[src/inc/wake_pkg.sv]
// Function
// [RL1] selector codes pick low, high, fall, rise, both
// [RL2] software never writes selector codes 101-111
// [RL3] record reads 01 rise, 10 fall, 11 both
// [RL4] record meaningful only in both-edges mode
// [RL5] request clear also clears the edge record
// [RL6] enable 0 blocks release, 1 permits it
// [RL7] software sets selector before enable, separately
// [RL8] source fields repeat every eight bits downward
// [RL9] defined reset values, fixed zero and undefined bits
// [RL10] enabled hit in standby raises request, latches edge; the code latches the edge only in both-edges mode
package wake_pkg;
  localparam int          SRC_N      = 4;      // wake sources in this register
  localparam int          SRC_STRIDE = 8;      // bits between neighbouring sources
  localparam int          SEL_LSB    = 4;      // selector low bit inside a source byte
  localparam int          REC_LSB    = 2;      // edge record low bit inside a source byte
  localparam int          EN_BIT     = 0;      // enable bit inside a source byte
  localparam int          ZERO_BIT   = 7;      // always-zero bit inside a source byte
  localparam int          STBY_BIT   = 8;      // standby flag in status word
  // selector encodings
  localparam logic [2:0]  SEL_LOW    = 3'h0;
  localparam logic [2:0]  SEL_HIGH   = 3'h1;
  localparam logic [2:0]  SEL_FALL   = 3'h2;
  localparam logic [2:0]  SEL_RISE   = 3'h3;
  localparam logic [2:0]  SEL_BOTH   = 3'h4;
  localparam logic [2:0]  SEL_RESET  = 3'h2;
  // edge record encodings
  localparam logic [1:0]  REC_NONE   = 2'h0;
  localparam logic [1:0]  REC_RISE   = 2'h1;
  localparam logic [1:0]  REC_FALL   = 2'h2;
  localparam logic [1:0]  REC_BOTH   = 2'h3;
  // bus map, byte addresses
  localparam int          ADDR_W     = 4;
  localparam logic [3:0]  OFS_MODE_A = 4'h0;
  localparam logic [3:0]  OFS_CLEAR  = 4'h4;
  localparam logic [3:0]  OFS_STATUS = 4'h8;
  localparam logic [31:0] RD_UNMAPPED = 32'h0000_0000;
endpackage

[src/inc/wake_src_if.sv]
`timescale 1ns/10ps
// carries selector, enable and detection results between config and detector
interface wake_src_if;
  logic [3:0][2:0] sel;        // per-source level selector
  logic [3:0]      en;         // per-source enable
  logic [3:0]      pin;        // synchronised pin levels
  logic            standby;    // device is in standby
  logic [3:0]      hit;        // release condition met this cycle
  logic [3:0][1:0] edge_seen;  // {fall, rise} seen this cycle
  modport cfg (output sel, en, pin, standby, input hit, edge_seen);
  modport det (input sel, en, pin, standby, output hit, edge_seen);
endinterface

[src/rtl/standby_wake_source_config.sv]
// The implementer's own choices: the Avalon-MM interface to the registers and the register offsets.
`timescale 1ns/10ps
module standby_wake_source_config
  import wake_pkg::*;
(
  // clock and reset
  input  wire logic                        mclk_i,
  input  wire logic                        sys_rst_i,
  // avalon-mm slave
  input  wire logic [wake_pkg::ADDR_W-1:0] address_i,
  input  wire logic                        read_i,
  input  wire logic                        write_i,
  input  wire logic [31:0]                 writedata_i,
  input  wire logic [3:0]                  byteenable_i,
  output logic [31:0]                      readdata_o,
  output logic                             waitrequest_o,
  // wake pins, asynchronous
  input  wire logic                        ext_wake_input_zero_i,
  input  wire logic                        ext_wake_input_one_i,
  input  wire logic                        ext_wake_input_two_i,
  input  wire logic                        ext_wake_input_three_i,
  // standby controller
  input  wire logic                        standby_i,
  output logic                             release_req_o,
  output logic [3:0]                       release_pending_o
);
  import wake_pkg::*;

  wake_src_if sif ();                 // link to the detector

  logic [3:0]      meta_reg;          // first synchroniser stage
  logic [3:0]      sync_reg;          // second synchroniser stage
  logic            ack_reg;           // bus answer phase
  logic            ack_next;
  logic [31:0]     rdata_reg;         // registered read data
  logic [31:0]     rdata_next;
  logic [3:0][2:0] sel_reg;           // release_level_select per source
  logic [3:0][2:0] sel_next;
  logic [3:0]      en_reg;            // release_source_enable per source
  logic [3:0]      en_next;
  logic [3:0][1:0] rec_reg;           // release_edge_record per source
  logic [3:0][1:0] rec_next;
  logic [3:0]      pend_reg;          // pending release request per source
  logic [3:0]      pend_next;
  logic            req;               // any bus request
  logic            wr_fire;           // write takes effect this edge
  logic            wr_mode;
  logic            wr_clear;

  // pins cross into mclk domain; only sync_reg is read by logic
  always_ff @(posedge mclk_i or posedge sys_rst_i)
  begin
    if (sys_rst_i)
    begin
      meta_reg <= 4'h0;
      sync_reg <= 4'h0;
    end
    else
    begin
      meta_reg <= {ext_wake_input_three_i, ext_wake_input_two_i,
                   ext_wake_input_one_i, ext_wake_input_zero_i};
      sync_reg <= meta_reg;
    end
  end

  // detector sees registered configuration
  assign sif.sel     = sel_reg;
  assign sif.en      = en_reg;
  assign sif.pin     = sync_reg;
  assign sif.standby = standby_i;

  wake_src_detect u_detect (
    .mclk_i    (mclk_i),
    .sys_rst_i (sys_rst_i),
    .sif       (sif)
  );

  // mode register image; record shows only in both-edges mode
  function automatic logic [31:0] mode_word(input logic [3:0][2:0] s,
                                            input logic [3:0]      e,
                                            input logic [3:0][1:0] r);
    logic [31:0] w;
    w = 32'h0000_0000;                                    // bits 7,15,23,31 and spare read 0
    for (int n = 0; n < SRC_N; n++)
    begin
      w[n*SRC_STRIDE+SEL_LSB +: 3] = s[n];                // see [RL8]
      w[n*SRC_STRIDE+REC_LSB +: 2] = (s[n] == SEL_BOTH) ? r[n] : REC_NONE; // see [RL4]
      w[n*SRC_STRIDE+EN_BIT]       = e[n];
    end
    return w;
  endfunction

  // bus handshake: one wait cycle, then answer
  assign req           = read_i | write_i;
  assign waitrequest_o = req & ~ack_reg;
  assign wr_fire       = write_i & ack_reg;
  assign wr_mode       = wr_fire & (address_i == OFS_MODE_A);
  assign wr_clear      = wr_fire & (address_i == OFS_CLEAR);
  assign readdata_o    = rdata_reg;

  // next bus phase and read data
  always_comb
  begin
    ack_next   = req & ~ack_reg;
    rdata_next = rdata_reg;
    if (read_i & ~ack_reg)
    begin
      case (address_i)
        OFS_MODE_A: rdata_next = mode_word(sel_reg, en_reg, rec_reg); // see [RL9]
        OFS_STATUS:
        begin
          rdata_next           = {28'h000_0000, pend_reg};
          rdata_next[STBY_BIT] = standby_i;
        end
        default:    rdata_next = RD_UNMAPPED;             // clear word reads 0 too
      endcase
    end
  end

  always_ff @(posedge mclk_i or posedge sys_rst_i)
  begin
    if (sys_rst_i)
    begin
      ack_reg   <= 1'b0;
      rdata_reg <= 32'h0000_0000;
    end
    else
    begin
      ack_reg   <= ack_next;
      rdata_reg <= rdata_next;
    end
  end

  // configuration, record and pending state
  always_comb
  begin
    sel_next  = sel_reg;
    en_next   = en_reg;
    rec_next  = rec_reg;
    pend_next = pend_reg;
    for (int n = 0; n < SRC_N; n++)
    begin
      // one byte lane per source; record bits are read-only
      if (wr_mode && byteenable_i[n])
      begin
        sel_next[n] = writedata_i[n*SRC_STRIDE+SEL_LSB +: 3]; // see [RL8]
        en_next[n]  = writedata_i[n*SRC_STRIDE+EN_BIT];       // see [RL6] see [RL3]
      end
      // clearing a request also wipes its edge record
      if (wr_clear && writedata_i[n])
      begin
        pend_next[n] = 1'b0;
        rec_next[n]  = REC_NONE;                          // see [RL5]
      end
      // a hit after the clear wins, so no event is lost
      if (sif.hit[n])
      begin
        pend_next[n] = 1'b1;                              // see [RL10]
        if (sel_reg[n] == SEL_BOTH)
          rec_next[n] = rec_next[n] | sif.edge_seen[n];   // rise then fall gives 11, see [RL3]
      end
    end
  end

  always_ff @(posedge mclk_i or posedge sys_rst_i)
  begin
    if (sys_rst_i)
    begin
      sel_reg  <= {SRC_N{SEL_RESET}};                     // see [RL9]
      en_reg   <= 4'h0;
      rec_reg  <= {SRC_N{REC_NONE}};
      pend_reg <= 4'h0;
    end
    else
    begin
      sel_reg  <= sel_next;
      en_reg   <= en_next;
      rec_reg  <= rec_next;
      pend_reg <= pend_next;
    end
  end

  // request to the standby controller stays up until software clears it
  assign release_req_o     = |pend_reg;
  assign release_pending_o = pend_reg;

  chk_pend_on_hit: assert property (@(posedge mclk_i) disable iff (sys_rst_i) // see [RL10]
    (sif.hit != 4'h0) |=> ((pend_reg & $past(sif.hit)) == $past(sif.hit)) && release_req_o)
    else $error("hit did not raise a pending request");
  chk_clear_wipes: assert property (@(posedge mclk_i) disable iff (sys_rst_i) // see [RL5]
    (wr_clear && writedata_i[0] && !sif.hit[0]) |=> (!pend_reg[0] && rec_reg[0] == REC_NONE))
    else $error("clear left request or record standing");
  chk_enable_blocks: assert property (@(posedge mclk_i) disable iff (sys_rst_i) // see [RL6]
    (sif.hit & ~en_reg) == 4'h0)
    else $error("disabled source raised a hit");
  chk_rec_hidden: assert property (@(posedge mclk_i) disable iff (sys_rst_i) // see [RL4]
    (read_i && !ack_reg && address_i == OFS_MODE_A && sel_reg[3] != SEL_BOTH)
      |=> readdata_o[27:26] == REC_NONE)
    else $error("record visible outside both-edges mode");
  chk_zero_bits: assert property (@(posedge mclk_i) disable iff (sys_rst_i) // see [RL9]
    (read_i && !ack_reg && address_i == OFS_MODE_A)
      |=> (readdata_o[31] | readdata_o[23] | readdata_o[15] | readdata_o[ZERO_BIT]) == 1'b0)
    else $error("fixed zero bit read as one");
  chk_rec_readonly: assert property (@(posedge mclk_i) disable iff (sys_rst_i) // see [RL3]
    (wr_mode && sif.hit == 4'h0) |=> $stable(rec_reg))
    else $error("bus write changed an edge record");
  chk_layout_src3: assert property (@(posedge mclk_i) disable iff (sys_rst_i) // see [RL8]
    (wr_mode && byteenable_i[3])
      |=> sel_reg[3] == $past(writedata_i[30:28]) && en_reg[3] == $past(writedata_i[24]))
    else $error("source 3 fields not at 30-28 and 24");
  chk_one_wait: assert property (@(posedge mclk_i) disable iff (sys_rst_i)
    (req && waitrequest_o) |=> !waitrequest_o)
    else $error("waitrequest held more than one cycle");
endmodule

[src/rtl/wake_src_detect.sv]
`timescale 1ns/10ps
module wake_src_detect
  import wake_pkg::*;
(
  // clock and reset
  input  wire logic mclk_i,
  input  wire logic sys_rst_i,
  // configuration side
  wake_src_if.det   sif
);
  logic [3:0] prev_reg;   // pin level one cycle ago
  logic [3:0] prev_next;

  // edge history: previous level only
  always_comb
  begin
    prev_next = sif.pin;
  end

  // reset to low, so a pin that is high at release looks like a rising edge once
  always_ff @(posedge mclk_i or posedge sys_rst_i)
  begin
    if (sys_rst_i)
      prev_reg <= 4'h0;
    else
      prev_reg <= prev_next;
  end

  // condition per source, gated by enable and standby
  always_comb
  begin
    for (int n = 0; n < SRC_N; n++)
    begin
      logic rise;
      logic fall;
      logic cond;
      cond = 1'b0;                                          // defined on every path
      rise = sif.pin[n] & ~prev_reg[n];
      fall = ~sif.pin[n] & prev_reg[n];
      case (sif.sel[n])                                     // see [RL1]
        SEL_LOW:  cond = ~sif.pin[n];
        SEL_HIGH: cond = sif.pin[n];
        SEL_FALL: cond = fall;
        SEL_RISE: cond = rise;
        SEL_BOTH: cond = rise | fall;
        default:  cond = 1'b0;                              // forbidden codes never fire
      endcase
      sif.hit[n]       = cond & sif.en[n] & sif.standby;   // see [RL6] see [RL10]
      sif.edge_seen[n] = {fall, rise};
    end
  end

  chk_level_low_fires: assert property (@(posedge mclk_i) disable iff (sys_rst_i) // see [RL1]
    (sif.en[0] && sif.standby && sif.sel[0] == SEL_LOW && !sif.pin[0]) |-> sif.hit[0])
    else $error("low level on enabled source 0 did not fire");
  chk_bad_code_silent: assert property (@(posedge mclk_i) disable iff (sys_rst_i) // see [RL2]
    (sif.sel[1] > SEL_BOTH) |-> !sif.hit[1])
    else $error("forbidden selector code fired a release");
endmodule

[config.mk]
export PLATFORM = sky130hd
export DESIGN_NAME = standby_wake_source_config
export DESIGN_NICKNAME = d
export VERILOG_FILES = /design/src/inc/wake_pkg.sv /design/src/inc/wake_src_if.sv /design/src/rtl/standby_wake_source_config.sv /design/src/rtl/wake_src_detect.sv
export SDC_FILE = /design/constraint.sdc
export NUM_CORES = 1
export LEC_CHECK = 0
export BUFFER_PORTS_ARGS = -buffer_cell sky130_fd_sc_hd__buf_4
export CORE_MARGIN = 2
export CORE_UTILIZATION = 54
export DETAILED_ROUTE_END_ITERATION = 8
export GPL_ROUTABILITY_DRIVEN = 1
export PLACE_DENSITY = 0.87
export SETUP_SLACK_MARGIN = 0.05
export SYNTH_ARGS = -nofsm -noshare
export SYNTH_HDL_FRONTEND = slang
export SYNTH_SLANG_ARGS = --single-unit
[constraint.sdc]
create_clock -name mclk_i -period 4.3 [get_ports mclk_i]
set_input_delay 0.215 -clock mclk_i [delete_from_list [all_inputs] [get_ports mclk_i]]
set_output_delay 0.215 -clock mclk_i [all_outputs]
set_load 0.02 [all_outputs]
==> flow_metrics.tcl, run 1 <==
set metrics [dict create \
    port_buffers 66 \
    required_ns 4.09 \
    synthFlopType "dfrtp_1" \
    placed_cells 343 \
    syn_avg_cell_area_um2 13.14 \
    io_pins 87 \
    worst_path_max_delay_cell "or4_1" \
    ys_async_sr_fraction_pct 100.0 \
    r2r-start "ack_reg" \
    hold_viol 0 \
    core_region_area_um2 5042 \
    std_cell_rows 26 \
    drv_slew 0 \
    fmax_mhz 595.5 \
    finish.net_count 345 \
    setup_violations 0 \
    dr.first_iter.drc_count 124 \
    syn_area_um2 2785 \
    p_total_mw 1.447 \
    instances_no_fill 363 \
    p_leak_nw 1.755 \
    avgViaCountPerCell 5.350 \
    ys_top_cells_by_count "dfrtp_1, a22o_1, nand2_1, mux2_2, inv_1" \
    grt_first_pass_wirelength_mm 9.280 \
    area_growth_pct 26.73 \
    cp-startpoint "release_pending_o[2]" \
    synth.most_common_cell "dfrtp_1" \
    wl_per_cell_um 15.89 \
    place_congestion 0.8084 \
    die_h_um 75.82 \
    finalClockSkew_ns 0.009119 \
    cts_tree "done" \
    period_needed_ns 1.679 \
    r2r_slack_ns 2.70 \
    path_cells "or4_1 -> buf_4" \
    tightest_slew_ns 0.7855 \
    slew_headroom_pct 47.63 \
    ir_drop_mv 0.2471 \
    dieArea_um2 5748 \
    status "complete, no violations" \
    die_width_um 75.82 \
    max_stage_delay_ns 0.53 \
    critPathKind "flop to output port" \
    tns_ns 0 \
    ys_seq_elements 66 \
    initial_core_util_pct 55.24 \
    cp-endpoint "release_req_o" \
    yosys-top-cells-area "dfrtp_1, a22o_1, mux2_2" \
    finalCritPeriodShare_pct 39.05 \
    r2r-end "release_pending_o[0]" \
    synth_top_cell_area_share_pct 55.71 \
    grt_pass1_vias 1970 \
    post-cts-setup-buffers 0 \
    largest_register_ffs 25 \
    antenna_found_initial 0 \
    cp-start-kind "flop" \
    antenna_cells 0 \
    power_per_cell_area_nw_per_um2 409.9 \
    yosysWarnings 0 \
    wl_mm 5.767 \
    cap_violations 0 \
    hpwl_mm 4.103 \
    drive_gt1_share_pct 36.52 \
    dr.pass1.iters 4 \
    via_count 1942 \
    critPathMaxFanout 4 \
    cts_max_level 3 \
    end_kind "output port" \
    grt_setup_unrepaired "false" \
    clock_path_buffers 2 \
    drtAntennaViolNets 0 \
    synth-edff-count 0 \
    ff2ff_path_depth 4 \
    synthDistinctLibCells 34 \
    root_buffer "clkbuf_8" \
    clk-insertion-delay-late_ns 0.34 \
    hold_class "input port to flop" \
    drcViolationCount 0 \
    grt_overflow 0 \
    ys_seq_area_share_pct 59.48 \
    clock_sinks 66 \
    grt_max_degree 67 \
    final_core_util_pct 70.00 \
    synth_top_cell_by_area "dfrtp_1" \
    path_clk_slew_ns 0.06 \
    grt_use_total_pct 22.43 \
    syn_inst 212 \
    worstPathArrival_ns 1.46 \
    cts_buffers 9 \
]
[how the worst min path moves through the flow]
stage | startpoint | to | slack [ns] | cells after the start
global route | writedata_i[8] | en_reg[1] | 0.1 | 2
global placement | ext_wake_input_one_i | meta_reg[1] | 0.32 | 1
detailed placement | ext_wake_input_zero_i | meta_reg[0] | 0.33 | 1
floorplan | ext_wake_input_zero_i | meta_reg[0] | 0.25 | 0
finish | writedata_i[8] | en_reg[1] | 0.10 | 2
CTS | writedata_i[8] | en_reg[1] | 0.09 | 2
[power by group]
group	switching, mW	internal [mW]
logic	0.116	0.116
clock network	0.220	0.255
registers	0.0580	0.680
[worst max-delay path: cells and delay by family, from the launching register on]
family	cells	cell delay [ns]
and+or+nand+nor	1	0.53
DFF	1	0.42
buffers and inverters	1	0.18
[cell type report]
type / count / area, um2
flip-flops and latches: 66 / 1657
fillers: 372 / 1513
multi-input cells: 130 / 1018
repair buffers: 72 / 550.5
clock buffers: 14 / 172.7
well taps: 70 / 87.58
inverters: 9 / 33.78
clock inverters: 2 / 10.01
[metal layers]
metal | GRT usage [%] | wire (um)
met2 | 35.82 | 2792
met3 | 6.878 | 411
met1 | 28.62 | 2460
met4 | 8.967 | 102
met5 | 0 | 0
[kinds of logic after synthesis]
| logic type | share of synthesized area (%) |
|---|---|
| compound gates | 13.93 |
| fa+ha+maj | 3.594 |
| xor+xnor | 0.6290 |
| other cells | 0.1346 |
| flops | 59.48 |
| mux | 8.356 |
| simple gates | 9.120 |
| buf+inv | 4.762 |
[cells in the final DEF (no fill, tap or decap), drive strengths merged]
cell type    instances
inv                  9
nand4bb              1
nor3b                9
a2111oi              2
a211o                2
nand2               22
nor3                 1
dfstp                4
conb                 7
a211oi               1
clkinv               2
mux2i                3
buf                 68
dlygate4sd3          4
o31ai                3
nand2b               3
clkbuf              14
or4                  2
o21ai                4
a221o                2
nor2                 7
dfrtp               62
a32o                 6
ha                   8
a21oi                1
mux2                18
a22o                24
a21boi               1
xor2                 2
or3                  1
[metrics by stage]
| step | setup slack, ns | hold WS (ns) | cell area [um2] |
|---|---|---|---|
| 5_1_grt | 2.568 | 0.09674 | 3530 |
| 3_3_place_gp | 2.679 | 0.3245 | 3307 |
| 4_1_cts | 2.600 | 0.08996 | 3530 |
| 3_5_place_dp | 2.617 | 0.3259 | 3307 |
| 6_report | 2.621 | 0.1027 | 3530 |
| 2_1_floorplan | 2.437 | 0.2464 | 2808 |
[repair_timing]
action                                 CTS  global route
hold buffers                             4             0
endpoints found under the hold margin    4             0
gates resized for setup                  0             0
No activity file was read; power rests on OpenSTA's default activity.
==> run 2: changes to the inputs <==
CORE_UTILIZATION = 46   (was 54)
PLACE_DENSITY = 0.79   (was 0.87)
clock period = 1.5 ns   (was 4.3 ns; I/O delays follow)
==> run 2 against run 1 <==
  * First-iteration DRC count is 67% lower
  * Global-route usage down 2.5 points
  * Sequential power grew to 2.8 times the previous value
  * Core utilization decreased by 1.8 points
  * Critical endpoint unchanged
  * Largest cell class unchanged
  * Highest routed layer unchanged
==> flow_metrics.tcl, run 2 (synthesized netlist as in run 1, its figures left out) <==
set metrics [dict create \
    port_buffers 66 \
    status "complete, no violations" \
    via_count 2094 \
    switching_share_pct 25.42 \
    drcViolationCount 0 \
    pwr-share-comb_pct 19.3 \
    hpwl_mm 4.378 \
    place_area_um2 3417 \
    dr.pass1.iters 4 \
    io_pins 87 \
    core_region_area_um2 5886 \
    clk-insertion-delay-late_ns 0.34 \
    die_width_um 81.81 \
    clkPwrFrac_pct 36.7 \
    max_stage_delay_ns 0.54 \
    r2r-start "ack_reg" \
    root_buffer "clkbuf_8" \
    cap_violations 0 \
    p_total_mw 4.763 \
    hold_class "input port to flop" \
    initial_core_util_pct 47.32 \
    wl_per_cell_um 15.11 \
    clock_sinks 66 \
    power_per_cell_area_nw_per_um2 1187 \
    end_kind "output port" \
    fin_ws_ns 0.01770 \
    intPower_mw 3.552 \
    finalCritPeriodShare_pct 98.82 \
    grt_max_degree 27 \
    dpl_worst_slack_ns -0.01781 \
    avgViaCountPerCell 5.196 \
    grt_first_pass_wirelength_mm 9.749 \
    instances_no_fill 403 \
    antenna_cells 0 \
    drive_gt1_share_pct 42.07 \
    drtAntennaViolNets 0 \
    grt_overflow 0 \
    p_leak_nw 2.023 \
    final_area_um2 4013 \
    cts_tree "done" \
    area_growth_pct 44.07 \
    p_seq_share_pct 44.0 \
    final_cell_mix "buf_4, dfrtp_1, a22o_1" \
    antenna_found_initial 0 \
    cp-start-kind "flop" \
    cts_max_level 3 \
    dieArea_um2 6693 \
    clock_path_buffers 2 \
    hold_viol 0 \
    cp-startpoint "release_pending_o[0]" \
    finish.net_count 380 \
    worstHoldStart "read_i" \
    fmax_mhz 674.6 \
    finalClockSkew_ns 0.009643 \
    path_clk_slew_ns 0.07 \
    path_delay_family "simple AND/OR/NAND/NOR gates" \
    grt_use_total_pct 19.95 \
    worst_hold_slack_ns 0.02831 \
    worstPathArrival_ns 1.41 \
    required_ns 1.42 \
    ir_drop_mv 0.9591 \
    largest_register_ffs 25 \
    tns_ns 0 \
    drv_slew 0 \
    placed_cells 358 \
    critPathKind "flop to output port" \
    path_cells "or4_4 -> buf_6" \
    setup_violations 0 \
    final_core_util_pct 68.18 \
    wl_mm 6.091 \
    die_h_um 81.81 \
    critPathMaxFanout 2 \
    switchingPower_mw 1.211 \
    crit_buf_inv 1 \
    final_common_cell "buf_4" \
    period_needed_ns 1.482 \
    grt_setup_unrepaired "true" \
    std_cell_rows 28 \
    place_congestion 0.7643 \
    worst_path_max_delay_cell "or4_4" \
    cts_buffers 9 \
    grt_pass1_vias 2125 \
    dr.first_iter.drc_count 41 \
]
-- run 2: cell count changes in the layout (fill, tap and decap cells not counted), sizes merged --
cell	previous run	this run
buf	68	86
bufinv	0	3
clkbuf	14	11
clkinv	2	1
clkinvlp	0	2
dlygate4sd3	4	21
inv	9	8
-- run 2: power groups by stage --
stage          Clock [mW]  Sequential [mW]  Combinational (mW)
6_report             1.75             2.10               0.918
5_1_grt              1.88             2.12               0.994
4_1_cts              1.79             2.10               0.874
3_5_place_dp            0             2.15               0.699
3_3_place_gp            0             2.15               0.679
2_1_floorplan           0             2.18               0.335
-- run 2: area by class of cell --
class                      instances  area [um2]
clock buffer                      11       131.4
fill                             432        1873
clock inverter                     5       102.6
timing repair buffer             107       888.4
tap                               75       93.84
multi-input combinational        130        1102
inverter                           9       37.54
sequential                        66        1657
-- run 2: routing by layer --
layer  share of wire, %  GRT usage, %  vias up  wire length, um
met1                 43         24.36     1030             2598
li1                   -             -      982                -
met5                  0             0        -                0
met3                5.9         7.033        7              362
met4               0.79         6.000        0               48
met2                 51         33.33       75             3082
-- run 2: repair_timing --
action                     4_1_cts  5_1_grt
hold buffers                    21        0
setup endpoints to repair       19       29
hold endpoints to repair        35        0
resized for setup               18        7
buffers inserted                 6        2
pin swaps                        8       16
-- run 2: final timing paths --
kind	to	depth (start not counted)	slack (ns)
setup / recovery	release_req_o	2	0.02
max in group asynchronous	sel_reg[10]	4	0.65
min in group asynchronous	sel_reg[3]	3	0.31
hold / removal	ack_reg	3	0.03
hold reg to reg	sif.pin[0]	0	0.35
setup reg to reg	release_pending_o[1]	5	0.04
-- run 2: tightest hold or removal path: cells and delay by family --
kind,cells,cell delay [ns]
AND/OR/NAND/NOR,2,0.14
buffers and inverters,1,0.11
==> run 3: changes to the inputs <==
CORE_UTILIZATION = 54   (was 46)
PLACE_DENSITY = 0.87   (was 0.79)
clock period = 1.92 ns   (was 1.5 ns; I/O delays follow)
==> run 3 against run 2 <==
  * Die area shrank 14%
  * Register-to-register slack gained 0.27 ns
  * First-iteration DRC count rose to 3.1 times the previous value
  * Routed wire length up 0.77%
  * Clock skew down 0.0012 ns
  * Worst setup slack better by 0.30 ns
  * Sequential power shrank 21%
  * Global-route usage increased by 3.4 points
  * Count of clock-buffer cells in the layout grew 3
  * Final cell count shrank 5.7%
  * Non-clock buffer count fell by 18
==> flow_metrics.tcl, run 3 (synthesized netlist as in run 1, its figures left out) <==
set metrics [dict create \
    drive_gt1_share_pct 34.19 \
    slew_headroom_pct 65.92 \
    period_needed_ns 1.607 \
    p_seq_share_pct 49.0 \
    setup_violations 0 \
    ff2ff_path_depth 4 \
    die_h_um 75.82 \
    r2r_slack_ns 0.31 \
    grt_first_pass_wirelength_mm 9.604 \
    switching_share_pct 26.60 \
    drcViolationCount 0 \
    port_buffers 66 \
    place_congestion 0.7749 \
    finish.net_count 362 \
    cts_buffers 9 \
    dpl_worst_slack_ns 0.3623 \
    dr.pass1.iters 4 \
    path_cells "nand4bb_1 -> nor3_2 -> nand2_1 -> mux2_1" \
    via_count 2039 \
    switchingPower_mw 0.8991 \
    initial_core_util_pct 55.24 \
    path_clk_slew_ns 0.06 \
    clk-insertion-delay-late_ns 0.34 \
    fmax_mhz 622.4 \
    final_core_util_pct 73.92 \
    grt_use_total_pct 23.30 \
    avgViaCountPerCell 5.366 \
    dr.first_iter.drc_count 126 \
    io_pins 87 \
    largest_register_ffs 25 \
    hold_class "input port to flop" \
    wl_per_cell_um 16.15 \
    max_stage_delay_ns 0.36 \
    grt_pass1_vias 2006 \
    final_common_cell "buf_4" \
    drtAntennaViolNets 0 \
    wl_mm 6.138 \
    clock_path_buffers 2 \
    intPower_mw 2.481 \
    clock_sinks 66 \
    status "complete, no violations" \
    final_area_um2 3727 \
    critPathKind "flop to flop" \
    root_buffer "clkbuf_8" \
    dieArea_um2 5748 \
    clkPwrFrac_pct 34.5 \
    power_per_cell_area_nw_per_um2 906.7 \
    final_cell_mix "buf_4, dfrtp_1, a22o_1" \
    cts_max_level 3 \
    crit_buf_inv 0 \
    place_area_um2 3319 \
    p_leak_nw 1.835 \
    tightest_slew_ns 0.5099 \
    core_region_area_um2 5042 \
    hpwl_mm 4.114 \
    grt_max_degree 67 \
    pwr-share-comb_pct 16.5 \
    p_total_mw 3.380 \
    finalClockSkew_ns 0.008401 \
    drv_slew 0 \
    ir_drop_mv 0.7218 \
    cp-start-kind "flop" \
    antenna_found_initial 0 \
    antenna_cells 0 \
    required_ns 2.14 \
    hold_viol 0 \
    fin_ws_ns 0.3133 \
    std_cell_rows 26 \
    tns_ns 0 \
    worstPathArrival_ns 1.82 \
    worst_path_max_delay_cell "dfrtp_1" \
    finalCritPeriodShare_pct 83.68 \
    path_depth 4 \
    grt_overflow 0 \
    area_growth_pct 33.83 \
    die_width_um 75.82 \
    path_delay_family "simple AND/OR/NAND/NOR gates" \
    end_kind "flop" \
    cts_tree "done" \
    critPathMaxFanout 4 \
    grt_setup_unrepaired "false" \
    hold-path-cell-count 3 \
    cap_violations 0 \
]
-- run 3: path summary, 6_finish.rpt --
check,startpoint,to
worst max-delay path,ack_reg,en_reg[0]
worst min-delay path,read_i,ack_reg
worst max register to register,ack_reg,en_reg[0]
worst min register to register,meta_reg[1],sif.pin[1]
max in group asynchronous,sys_rst_i,sel_reg[1]
min in group asynchronous,sys_rst_i,sel_reg[3]
-- run 3: metal layers --
layer	share of wire, %	global-route usage [%]	wire length, um	vias up
li1	-	-	-	942
met4	1.4	8.772	85	0
met2	50	37.74	3068	67
met3	6.0	7.275	367	6
met1	43	29.43	2618	1024
met5	0	0	0	-
-- run 3: repair_timing --
action	4_1_cts	5_1_grt
gates resized for setup	0	0
hold endpoints to repair	82	0
hold buffers	21	0
buffers inserted	0	0
-- run 3: cell type report --
type | count | area (um2)
clock buffers | 14 | 162.7
clock inverters | 2 | 35.03
fillers | 350 | 1315
inverters | 9 | 33.78
multi-input cells | 130 | 1018
flip-flops and latches | 66 | 1657
well taps | 70 | 87.58
repair buffers | 89 | 733.2
-- run 3: worst min-delay path, stage by stage --
cell    delay (ns)
buf_4         0.08
nor2_1        0.03
nor2_1        0.11
-- run 3: metrics by stage --
step | instances | hold WS [ns]
floorplan | 218 | 0.1274
global placement | 343 | 0.1951
detailed placement | 343 | 0.1985
CTS | 380 | 0.009381
global route | 380 | 0.05105
finish | 380 | 0.03541
-- run 3: power by group through the flow --
stage | clock [mW] | combinational, mW | sequential, mW
global route | 1.25 | 0.609 | 1.67
CTS | 1.20 | 0.566 | 1.66
detailed placement | 0 | 0.528 | 1.68
finish | 1.17 | 0.558 | 1.66
floorplan | 0 | 0.261 | 1.70
global placement | 0 | 0.514 | 1.67
